$ cat src/common/sad_defines.svh
// Constants for the stream adapter chain
`ifndef SAD_DEFINES_SVH
`define SAD_DEFINES_SVH
`define SAD_IN_W 128
`define SAD_OUT_W 32
`define SAD_LANES 4
`define SAD_LANE_IDX_W 2
`define SAD_SRC_CH_W 4
`define SAD_SNK_CH_W 2
`define SAD_ERR_SRC_W 3
`define SAD_ERR_SNK_W 3
`define SAD_ERR_SRC_MAP 3'h3
`define SAD_ERR_SNK_MAP 3'h3
`define SAD_FIFO_DEPTH 8
`define SAD_FIFO_AW 3
`define SAD_PIPE_STAGES 2
`endif

$ cat src/common/sad_pkg.sv
// Types for the stream adapter chain
package sad_pkg;
  `include "sad_defines.svh"
  typedef struct packed {
    logic [`SAD_IN_W-1:0] data;
    logic [`SAD_SRC_CH_W-1:0] chan;
    logic [`SAD_ERR_SRC_W-1:0] err;
  } sad_in_beat_t;
  typedef struct packed {
    logic [`SAD_OUT_W-1:0] data;
    logic [`SAD_SNK_CH_W-1:0] chan;
    logic [`SAD_ERR_SNK_W-1:0] err;
  } sad_out_beat_t;
  typedef enum logic [0:0] {
    SAD_IDLE = 1'b0,
    SAD_SPLIT = 1'b1
  } sad_state_t;
endpackage

$ cat src/core/sad_adapter.sv
// Stream adapter chain: channel, error, timing and width adapters
//
// Behaviour
// - A 128-bit input word leaves as four 32-bit output words, low lane first.
// - An 8-word FIFO buffers beats between the width stage and the sink.
// - The FIFO pop uses the sink ready both directly and after two register stages.
// - A sink without ready ties SNK_READY_I high, and a source must hold SRC_VALID_I until SRC_READY_O is high.
// - The 4-bit source channel field is cut to its low 2 bits on the sink channel.
// - A beat whose channel the sink cannot represent is dropped and flagged.
// - Error bits supported by both sides pass straight to the sink.
// - A source error bit the sink lacks is not forwarded but raises ERR_DROP_O.
// - A sink error bit the source lacks is held at zero.
// - All transfers use the rising clock edge, and all outputs come from flip-flops.
// - Data keeps its meaning and order through every stage.
`timescale 1ns/1ps
`include "sad_defines.svh"
module sad_adapter
  import sad_pkg::*;
(
  input wire logic CLK_I,
  input wire logic RST_I,
  input wire logic [`SAD_IN_W-1:0] SRC_DATA_I,
  input wire logic [`SAD_SRC_CH_W-1:0] SRC_CHAN_I,
  input wire logic [`SAD_ERR_SRC_W-1:0] SRC_ERR_I,
  input wire logic SRC_VALID_I,
  output logic SRC_READY_O,
  output logic [`SAD_OUT_W-1:0] SNK_DATA_O,
  output logic [`SAD_SNK_CH_W-1:0] SNK_CHAN_O,
  output logic [`SAD_ERR_SNK_W-1:0] SNK_ERR_O,
  output logic SNK_VALID_O,
  input wire logic SNK_READY_I,
  output logic CHAN_DROP_O,
  output logic ERR_DROP_O
);
  localparam int OW = $bits(sad_out_beat_t);

  // ----------------------------------------
  // Width stage: holds one wide word
  // ----------------------------------------
  sad_state_t state_q, state_d;
  sad_in_beat_t word_q, word_d;
  logic [`SAD_LANE_IDX_W-1:0] lane_q, lane_d;
  logic src_ready_q, src_ready_d;
  logic chan_drop_q, chan_drop_d;
  logic err_drop_q, err_drop_d;
  sad_out_beat_t lane_beat;
  logic fifo_in_ready, take, chan_ok;
  logic [`SAD_ERR_SRC_W-1:0] err_unsup;

  always_comb
  begin
    chan_ok = (SRC_CHAN_I >> `SAD_SNK_CH_W) == '0;
    err_unsup = SRC_ERR_I & ~`SAD_ERR_SRC_MAP;
    take = SRC_VALID_I && src_ready_q;
    lane_beat.data = word_q.data[lane_q*`SAD_OUT_W +: `SAD_OUT_W];
    lane_beat.chan = word_q.chan[`SAD_SNK_CH_W-1:0];
    lane_beat.err = `SAD_ERR_SNK_W'(word_q.err & `SAD_ERR_SRC_MAP) & `SAD_ERR_SNK_MAP;
  end

  always_comb
  begin
    state_d = state_q;
    word_d = word_q;
    lane_d = lane_q;
    chan_drop_d = 1'b0;
    err_drop_d = 1'b0;
    unique case (state_q)
      SAD_IDLE:
      begin
        if (take)
        begin
          chan_drop_d = !chan_ok;
          err_drop_d = |err_unsup;
          if (chan_ok)
          begin
            word_d.data = SRC_DATA_I;
            word_d.chan = SRC_CHAN_I;
            word_d.err = SRC_ERR_I;
            lane_d = '0;
            state_d = SAD_SPLIT;
          end
        end
      end
      SAD_SPLIT:
      begin
        if (fifo_in_ready)
        begin
          lane_d = lane_q + 1'b1;
          if (lane_q == `SAD_LANE_IDX_W'(`SAD_LANES - 1))
          begin
            state_d = SAD_IDLE;
          end
        end
      end
    endcase
    src_ready_d = (state_d == SAD_IDLE);
  end

  always_ff @(posedge CLK_I)
  begin
    if (RST_I)
    begin
      state_q <= SAD_IDLE;
      word_q <= '0;
      lane_q <= '0;
      src_ready_q <= 1'b0;
      chan_drop_q <= 1'b0;
      err_drop_q <= 1'b0;
    end
    else
    begin
      state_q <= state_d;
      word_q <= word_d;
      lane_q <= lane_d;
      src_ready_q <= src_ready_d;
      chan_drop_q <= chan_drop_d;
      err_drop_q <= err_drop_d;
    end
  end

  // ----------------------------------------
  // Timing stage: FIFO and ready pipeline
  // ----------------------------------------
  logic [`SAD_PIPE_STAGES-1:0] rdy_pipe_q, rdy_pipe_d;
  logic [OW-1:0] fifo_out;
  logic fifo_valid, fifo_pop;
  sad_out_beat_t out_q, out_d;
  logic out_valid_q, out_valid_d;

  // buffer between width stage and sink
  sad_fifo #(
    .WIDTH(OW),
    .DEPTH(`SAD_FIFO_DEPTH),
    .AW(`SAD_FIFO_AW)
  ) u_fifo (
    .clk_i(CLK_I),
    .rst_i(RST_I),
    .in_data_i(lane_beat),
    .in_valid_i(state_q == SAD_SPLIT),
    .in_ready_o(fifo_in_ready),
    .out_data_o(fifo_out),
    .out_valid_o(fifo_valid),
    .out_ready_i(fifo_pop)
  );

  always_comb
  begin
    rdy_pipe_d = {rdy_pipe_q[`SAD_PIPE_STAGES-2:0], SNK_READY_I};
    fifo_pop = fifo_valid && (!out_valid_q || (SNK_READY_I && rdy_pipe_q[`SAD_PIPE_STAGES-1]));
    out_d = out_q;
    out_valid_d = out_valid_q;
    if (out_valid_q && SNK_READY_I)
    begin
      out_valid_d = 1'b0;
    end
    if (fifo_pop)
    begin
      out_d = sad_out_beat_t'(fifo_out);
      out_valid_d = 1'b1;
    end
  end

  always_ff @(posedge CLK_I)
  begin
    if (RST_I)
    begin
      rdy_pipe_q <= '0;
      out_q <= '0;
      out_valid_q <= 1'b0;
    end
    else
    begin
      rdy_pipe_q <= rdy_pipe_d;
      out_q <= out_d;
      out_valid_q <= out_valid_d;
    end
  end

  // ----------------------------------------
  // Outputs
  // ----------------------------------------
  // all outputs registered
  assign SRC_READY_O = src_ready_q;
  assign SNK_DATA_O = out_q.data;
  assign SNK_CHAN_O = out_q.chan;
  assign SNK_ERR_O = out_q.err;
  assign SNK_VALID_O = out_valid_q;
  assign CHAN_DROP_O = chan_drop_q;
  assign ERR_DROP_O = err_drop_q;
endmodule

$ cat src/core/sad_fifo.sv
// Synchronous FIFO with valid/ready on both sides
`timescale 1ns/1ps
module sad_fifo
#(
  parameter int WIDTH = 37,
  parameter int DEPTH = 8,
  parameter int AW = 3
)
(
  input wire logic clk_i,
  input wire logic rst_i,
  input wire logic [WIDTH-1:0] in_data_i,
  input wire logic in_valid_i,
  output logic in_ready_o,
  output logic [WIDTH-1:0] out_data_o,
  output logic out_valid_o,
  input wire logic out_ready_i
);
  logic [WIDTH-1:0] mem [DEPTH];
  logic [AW:0] wr_q, wr_d, rd_q, rd_d;
  logic push, pop;

  always_comb
  begin
    push = in_valid_i && in_ready_o;
    pop = out_valid_o && out_ready_i;
    wr_d = push ? wr_q + 1'b1 : wr_q;
    rd_d = pop ? rd_q + 1'b1 : rd_q;
  end

  always_ff @(posedge clk_i)
  begin
    if (rst_i)
    begin
      wr_q <= '0;
      rd_q <= '0;
    end
    else
    begin
      wr_q <= wr_d;
      rd_q <= rd_d;
    end
  end

  always_ff @(posedge clk_i)
  begin
    if (push)
    begin
      mem[wr_q[AW-1:0]] <= in_data_i;
    end
  end

  assign in_ready_o = !((wr_q[AW] != rd_q[AW]) && (wr_q[AW-1:0] == rd_q[AW-1:0]));
  assign out_valid_o = (wr_q != rd_q);
  assign out_data_o = mem[rd_q[AW-1:0]];
endmodule

$ cat config.mk
export PLATFORM = sky130hd
export DESIGN_NAME = sad_adapter
export DESIGN_NICKNAME = d
export VERILOG_FILES = /design/src/common/sad_pkg.sv /design/src/core/sad_adapter.sv /design/src/core/sad_fifo.sv
export VERILOG_INCLUDE_DIRS = /design/src /design/src/common
export SDC_FILE = /design/constraint.sdc
export NUM_CORES = 1
export LEC_CHECK = 0
export ABC_CLOCK_PERIOD_IN_PS = 16750
export BUFFER_PORTS_ARGS = -buffer_cell sky130_fd_sc_hd__buf_2
export CORE_UTILIZATION = 45
export DETAILED_ROUTE_END_ITERATION = 10
export PLACE_DENSITY = 0.61
export SYNTH_ARGS = -nofsm -noshare
export SYNTH_HDL_FRONTEND = slang
export SYNTH_HIERARCHICAL = 1
export SYNTH_SLANG_ARGS = --single-unit
export TNS_END_PERCENT = 50
$ cat constraint.sdc
create_clock -name CLK_I -period 16.75 [get_ports CLK_I]
set_input_delay 2.5125 -clock CLK_I [delete_from_list [all_inputs] [get_ports CLK_I]]
set_output_delay 2.5125 -clock CLK_I [all_outputs]
set_load 0.03 [all_outputs]
==> flow_summary_export.csv, run 1 <==
group,metric,value,unit
run_status,outcome,"finished clean",
floorplanning,die_w,215,um
sta,tightestPinTransition,1.05,ns
global_route,grt_pass1_wl,65700,um
clock_network,cts_buffer_depth,3,
place,gp_congestion,0.749,
global_route,grt_pass1_vias,11300,
logic_synthesis,avgSynthCellArea,15.5,sq um
setup_path,critical_path.max_stage_delay,0.86,ns
power_and_ir_drop,p_int,2.05,mW
route,drc,0,
sta,timing.fmax,0.217,GHz
sta,finalHoldWorstSlack,0.437,ns
finish,postLayoutCoreUtil,52.6,%
sta,rsz0062_at_grt,"false",
setup_path,critPathBufInv,3,
logic_synthesis,ys_seq_area_share,61.8,%
floorplanning,core-area,44600,sq um
power_and_ir_drop,comb_power_share,11.6,%
setup_path,path_class,"in -> reg",
logic_synthesis,yosysTopAreaCellShare,43.4,%
setup_path,path_cells,"clkbuf_8 > buf_4 > buf_4 > nand2b_1 > mux2i_1",
finish,final_cell_mix,"nand2b_1 (345), edfxtp_1 (296), dfxtp_1 (184)",
clock_network,post_cts_buffers,0,
clock_network,cts.htree.levels,2,
logic_synthesis,postSynthCellCount,1321,
global_route,grt_overflow_total,0,
power_and_ir_drop,power_leakage,8.22,nW
sta,finClkSkew,0.0173,ns
global_route,grt_antenna_before_repair,5,
clock_network,cts_tree,"built",
setup_path,cp-end-kind,"flip-flop",
clock_network,cts_sinks,485,
setup_path,worstPathArrival,5.04,ns
power_and_ir_drop,seqPwrFrac,49.4,%
clock_network,clk-insertion-delay-late,0.58,ns
route,via_per_inst,5.17,
route,finalWirelength,42300,um
global_route,grt_usage,18.5,%
setup_path,crit_family,"buffers and inverters",
logic_synthesis,synth_largest_area_cell,"edfxtp_1",
floorplanning,num_rows,77,
setup_path,crit_path_max_fanout,128,
clock_network,cts-root-buf,"clkbuf_16",
power_and_ir_drop,p_clk_share,39.0,%
global_route,grt_max_degree,136,
power_and_ir_drop,swShare,24.0,%
route,wire_per_inst,20.0,um
sta,tns,0,ns
route,drtAntennaViolNets,0,
place,hpwl,24800,um
setup_path,critical_path.most_common_cell,"buf_4",
setup_path,cp_slowest_cell,"buf_4",
finish,area_growth,14.4,%
power_and_ir_drop,power.density,115,nW/um^2
logic_synthesis,netlist_area,20500,sq um
clock_network,clk_pin_slew,0.06,ns
power_and_ir_drop,p_switching,0.650,mW
sta,slew_violations,0,
route,vias,10900,
sta,period_share,27.6,%
clock_network,cts_hold_buffers,0,
sta,hold_violations,0,
floorplanning,die_y,215,um
sta,slew_headroom,30.1,%
place,port_buffers,179,
clock_network,cts_resized,0,
logic_synthesis,yosysWarnings,6,
finish,final_common_cell,"nand2b_1",
finish,drive_above_1_share,28.4,%
setup_path,start_kind,"input port",
clock_network,numCtsBuffers,48,
worst_hold_path,hp-class,"reg -> reg",
floorplanning,start_util,45.9,%
floorplanning,io-pin-count,180,
logic_synthesis,synth_cell_types,41,
finish,fin_cells,2115,
logic_synthesis,synth_area_leaders,"edfxtp_1 (43%), dfxtp_1 (18%), mux4_2 (12%)",
place,dp.cells,2024,
logic_synthesis,ys_ff_latch,485,
floorplanning,design.die.area,46400,sq um
finish,fin_nets,1624,
route,first_iter_violations,630,
power_and_ir_drop,vdd_drop_max,0.0873,mV
sta,setup_viol,0,
sta,fin_crit,4.62,ns
setup_path,crit_required,17.17,ns
run,drv_cap,0,
route,drtPass1Iterations,4,
-- layer usage --
layer / global-route usage, % / vias to the layer above / routed length (um)
met4: 5.11 / 8 / 710
li1: - / 5162 / -
met5: 0 / - / 52
met1: 26.7 / 5498 / 20300
met3: 3.38 / 50 / 1790
met2: 28.8 / 226 / 19400
-- final timing paths --
check,start,end,slack [ns],depth (start not counted)
worst max-delay path,RST_I,word_q[31],12.13,5
worst min-delay path,rdy_pipe_q[0],rdy_pipe_q[1],0.44,1
worst max register to register,u_fifo/wr_q[1],flip-flop,13.70,8
worst min register to register,rdy_pipe_q[0],rdy_pipe_q[1],0.44,1
-- state kept, by name, summed over array words and instances (netlist names), named ones only --
signal	count
u_fifo/wr_q	4
ERR_DROP_O	1
SNK_ERR_O	3
lane_beat	4
SRC_READY_O	1
SNK_CHAN_O	2
u_fifo/rd_q	4
lane_q	2
rdy_pipe_q	2
state_q	1
CHAN_DROP_O	1
SNK_DATA_O	32
u_fifo/mem	296
word_q	128
SNK_VALID_O	1
-- kinds of logic (layout without fill, tap and decap cells) --
group                      after synthesis  count (layout)  synth area share (%)
DFF                                    485             485                  61.8
and+or+nand+nor                        394             394                  12.0
muxes                                  323             323                  22.5
buffers and inverters                   95             288                  2.46
AOI/OAI and AO/OA                       12              12                 0.494
xor gates and xnor gates                 8               8                 0.433
adders and majority gates                3               3                 0.183
other                                    1              10                0.0183
-- power groups by stage --
| stage | logic (mW) | registers [mW] | clock network (mW) |
|---|---|---|---|
| floorplan | 0.185 | 1.40 | 0 |
| global placement | 0.316 | 1.36 | 0 |
| detailed placement | 0.320 | 1.36 | 0 |
| CTS | 0.321 | 1.34 | 1.08 |
| global route | 0.338 | 1.34 | 1.13 |
| finish | 0.315 | 1.34 | 1.05 |
-- cell usage after synthesis, drive strengths merged --
library cell,n
mux2i,174
or3,3
dfxtp,189
xor2,4
mux4,106
conb,1
edfxtp,296
nor2,6
o211ai,2
o32ai,1
a21boi,1
nor4b,3
nand2,8
clkbuf,46
xnor2,4
nand3b,4
ha,3
nand4,4
and3b,1
o21ai,2
o41a,2
nor3,5
a41oi,2
inv,3
mux2,43
buf,46
nor2b,8
nand2b,345
nor4,3
nor3b,4
a21oi,2
-- through the flow --
step	area (sq um)	setup WS (ns)	power, mW
finish	23400	12.13	2.70
global route	23400	11.80	2.81
CTS	23400	12.13	2.74
detailed placement	21900	11.51	1.68
global placement	21900	11.62	1.68
floorplan	20500	11.36	1.59
-- cell type report --
cell class                      instances  area, sq um
Tap cell                              592          741
Timing Repair Buffer                  196         1040
Sequential cell                       485        12700
Clock inverter                         24          223
Clock buffer                           65         1320
Antenna cell                            2         5.00
Fill cell                            3633        21200
Multi-Input combinational cell        748         7410
Inverter                                3         11.3
(Power assumes the default switching activity.)
==> run 2, diff against run 1 <==
--- a/config.mk
+++ b/config.mk
@@ -6,11 +6,11 @@
 export SDC_FILE = /design/constraint.sdc
 export NUM_CORES = 1
 export LEC_CHECK = 0
-export ABC_CLOCK_PERIOD_IN_PS = 16750
+export ABC_CLOCK_PERIOD_IN_PS = 3800
 export BUFFER_PORTS_ARGS = -buffer_cell sky130_fd_sc_hd__buf_2
 export CORE_UTILIZATION = 45
 export DETAILED_ROUTE_END_ITERATION = 10
-export PLACE_DENSITY = 0.61
+export PLACE_DENSITY = 0.63
 export SYNTH_ARGS = -nofsm -noshare
 export SYNTH_HDL_FRONTEND = slang
 export SYNTH_HIERARCHICAL = 1
==> constraint.sdc (replaced) <==
create_clock -name CLK_I -period 3.8 [get_ports CLK_I]
set_input_delay 0.57 -clock CLK_I [delete_from_list [all_inputs] [get_ports CLK_I]]
set_output_delay 0.57 -clock CLK_I [all_outputs]
set_load 0.03 [all_outputs]
==> flow_summary_export.csv, run 2 (synthesis results as in run 1) <==
group,metric,value,unit
global_route,grt_overflow_total,0,
clock_network,cts_buffer_depth,3,
clock_network,clk_pin_slew,0.06,ns
sta,timing.fmax,0.359,GHz
route,route.met2.wl,19400,um
worst_hold_path,holdPathEnd,"rdy_pipe_q[0]",
setup_path,r2r_slack,1.01,ns
clock_network,cts_sinks,485,
sta,layout_setup_ws,1.01,ns
place,port_buffers,179,
global_route,grt_usage,18.1,%
finish,final_common_cell,"nand2b_1",
floorplanning,die_w,215,um
sta,setup_viol,0,
route,drtPass1Iterations,4,
floorplanning,num_rows,77,
route,drtAntennaViolNets,0,
sta,slew_violations,0,
route,vias,10900,
worst_hold_path,hp-class,"in -> reg",
place,gp_congestion,0.747,
setup_path,path_class,"reg -> reg",
finish,fillers,3658,
floorplanning,core-area,44600,sq um
setup_path,start_kind,"flip-flop",
power_and_ir_drop,vdd_drop_max,0.349,mV
global_route,grt_max_degree,226,
clock_network,cts_tree,"built",
clock_network,cts.htree.levels,2,
sta,finalHoldWorstSlack,0.250,ns
route,via_per_inst,5.11,
global_route,grt_pass1_wl,64900,um
power_and_ir_drop,power_leakage,8.33,nW
finish,largest_reg_flops,296,
floorplanning,design.die.area,46400,sq um
route,wl_met3,1640,um
setup_path,reg2reg_depth,4,
route,met1_length,19700,um
power_and_ir_drop,power.density,508,nW/um^2
clock_network,cts_hold_buffers,0,
worst_hold_path,min_delay_path_depth,2,
clock_network,numCtsBuffers,50,
sta,slew_headroom,17.7,%
sta,tns,0,ns
clock_network,cts-root-buf,"clkbuf_16",
sta,fin_crit,2.79,ns
sta,tightestPinTransition,1.22,ns
place,dp.cells,2038,
finish,final_cell_mix,"nand2b_1 (345), edfxtp_1 (296), dfxtp_1 (184)",
setup_path,worstReg2RegEnd,"u_fifo/mem[7][3]",
worst_hold_path,min_from,"SNK_READY_I",
place,dp_slack,1.03,ns
run_status,outcome,"finished clean",
route,finalWirelength,41400,um
sta,period_share,73.4,%
finish,fin_cells,2132,
sta,hold_violations,0,
setup_path,reg2reg_from,"u_fifo/wr_q[1]",
floorplanning,start_util,45.9,%
route,first_iter_violations,605,
setup_path,cp-end-kind,"flip-flop",
clock_network,clk-insertion-delay-late,0.57,ns
setup_path,crit_path_max_fanout,14,
setup_path,worstPathArrival,3.10,ns
run,drv_cap,0,
sta,rsz0062_at_grt,"false",
clock_network,cts_resized,0,
global_route,grt_antenna_before_repair,1,
place,hpwl,26100,um
floorplanning,die_y,215,um
finish,area_growth,15.5,%
clock_network,post_cts_buffers,0,
route,wire_per_inst,19.4,um
finish,drive_above_1_share,28.7,%
finish,fin_nets,1640,
route,drc,0,
route,routed.top_layer,"met5",
global_route,grt_pass1_vias,11400,
setup_path,crit_required,4.11,ns
sta,finClkSkew,0.0157,ns
floorplanning,io-pin-count,180,
finish,diodes,0,
power_and_ir_drop,power,12.0,mW
[run 2: changes by cell type in the layout (fill, tap and decap cells not counted), moves of 3 or more]
cell	change
clkbuf_16	+4
buf_12	+6
clkbuf_1	+6
buf_4	+8
clkinv_1	+3
[run 2: worst max-delay path by stage]
stage	start	end	depth (start not counted)
6_report	u_fifo/wr_q[1]	u_fifo/mem[7][3]	4
5_1_grt	u_fifo/wr_q[1]	lane_q[1]	6
4_1_cts	u_fifo/wr_q[1]	u_fifo/mem[7][3]	4
3_5_place_dp	u_fifo/wr_q[1]	u_fifo/mem[7][27]	4
3_3_place_gp	u_fifo/wr_q[1]	u_fifo/mem[7][27]	4
2_1_floorplan	u_fifo/wr_q[0]	u_fifo/mem[2][0]	4
[run 2: critical path, stage by stage (launching register included)]
cell,delay [ns]
dfxtp_1,0.62
xor2_1,0.24
nor4_2,1.06
nor2_4,0.29
buf_4,0.31
[run 2: per-layer routing]
metal	vias to the layer above	global-route usage, %
met4	2	4.85
met2	197	28.7
li1	5194	-
met3	53	3.13
met1	5440	25.7
met5	-	0
[run 2: stage by stage]
step / utilization, % / instance area [sq um]
floorplan: - / 20500
global placement: 49.5 / 22100
detailed placement: 49.5 / 22100
CTS: 53.0 / 23700
global route: 53.0 / 23700
finish: 53.0 / 23700
[run 2: layout make-up]
| type | count | area (sq um) | area share, % |
|---|---|---|---|
| inverters | 3 | 11.3 | 0.0476 |
| multi-input cells | 748 | 7410 | 31.3 |
| flip-flops and latches | 485 | 12700 | 53.6 |
| well taps | 592 | 741 | 3.13 |
| clock buffers | 72 | 1420 | 5.99 |
| repair buffers | 210 | 1220 | 5.18 |
| clock inverters | 22 | 175 | 0.740 |
[run 2: power by group]
group | total [mW] | internal, mW | switching, mW
registers | 5.87 | 5.73 | 0.136
logic | 1.40 | 0.630 | 0.775
clock network | 4.74 | 2.79 | 1.95
total | 12.0 | 9.15 | 2.86
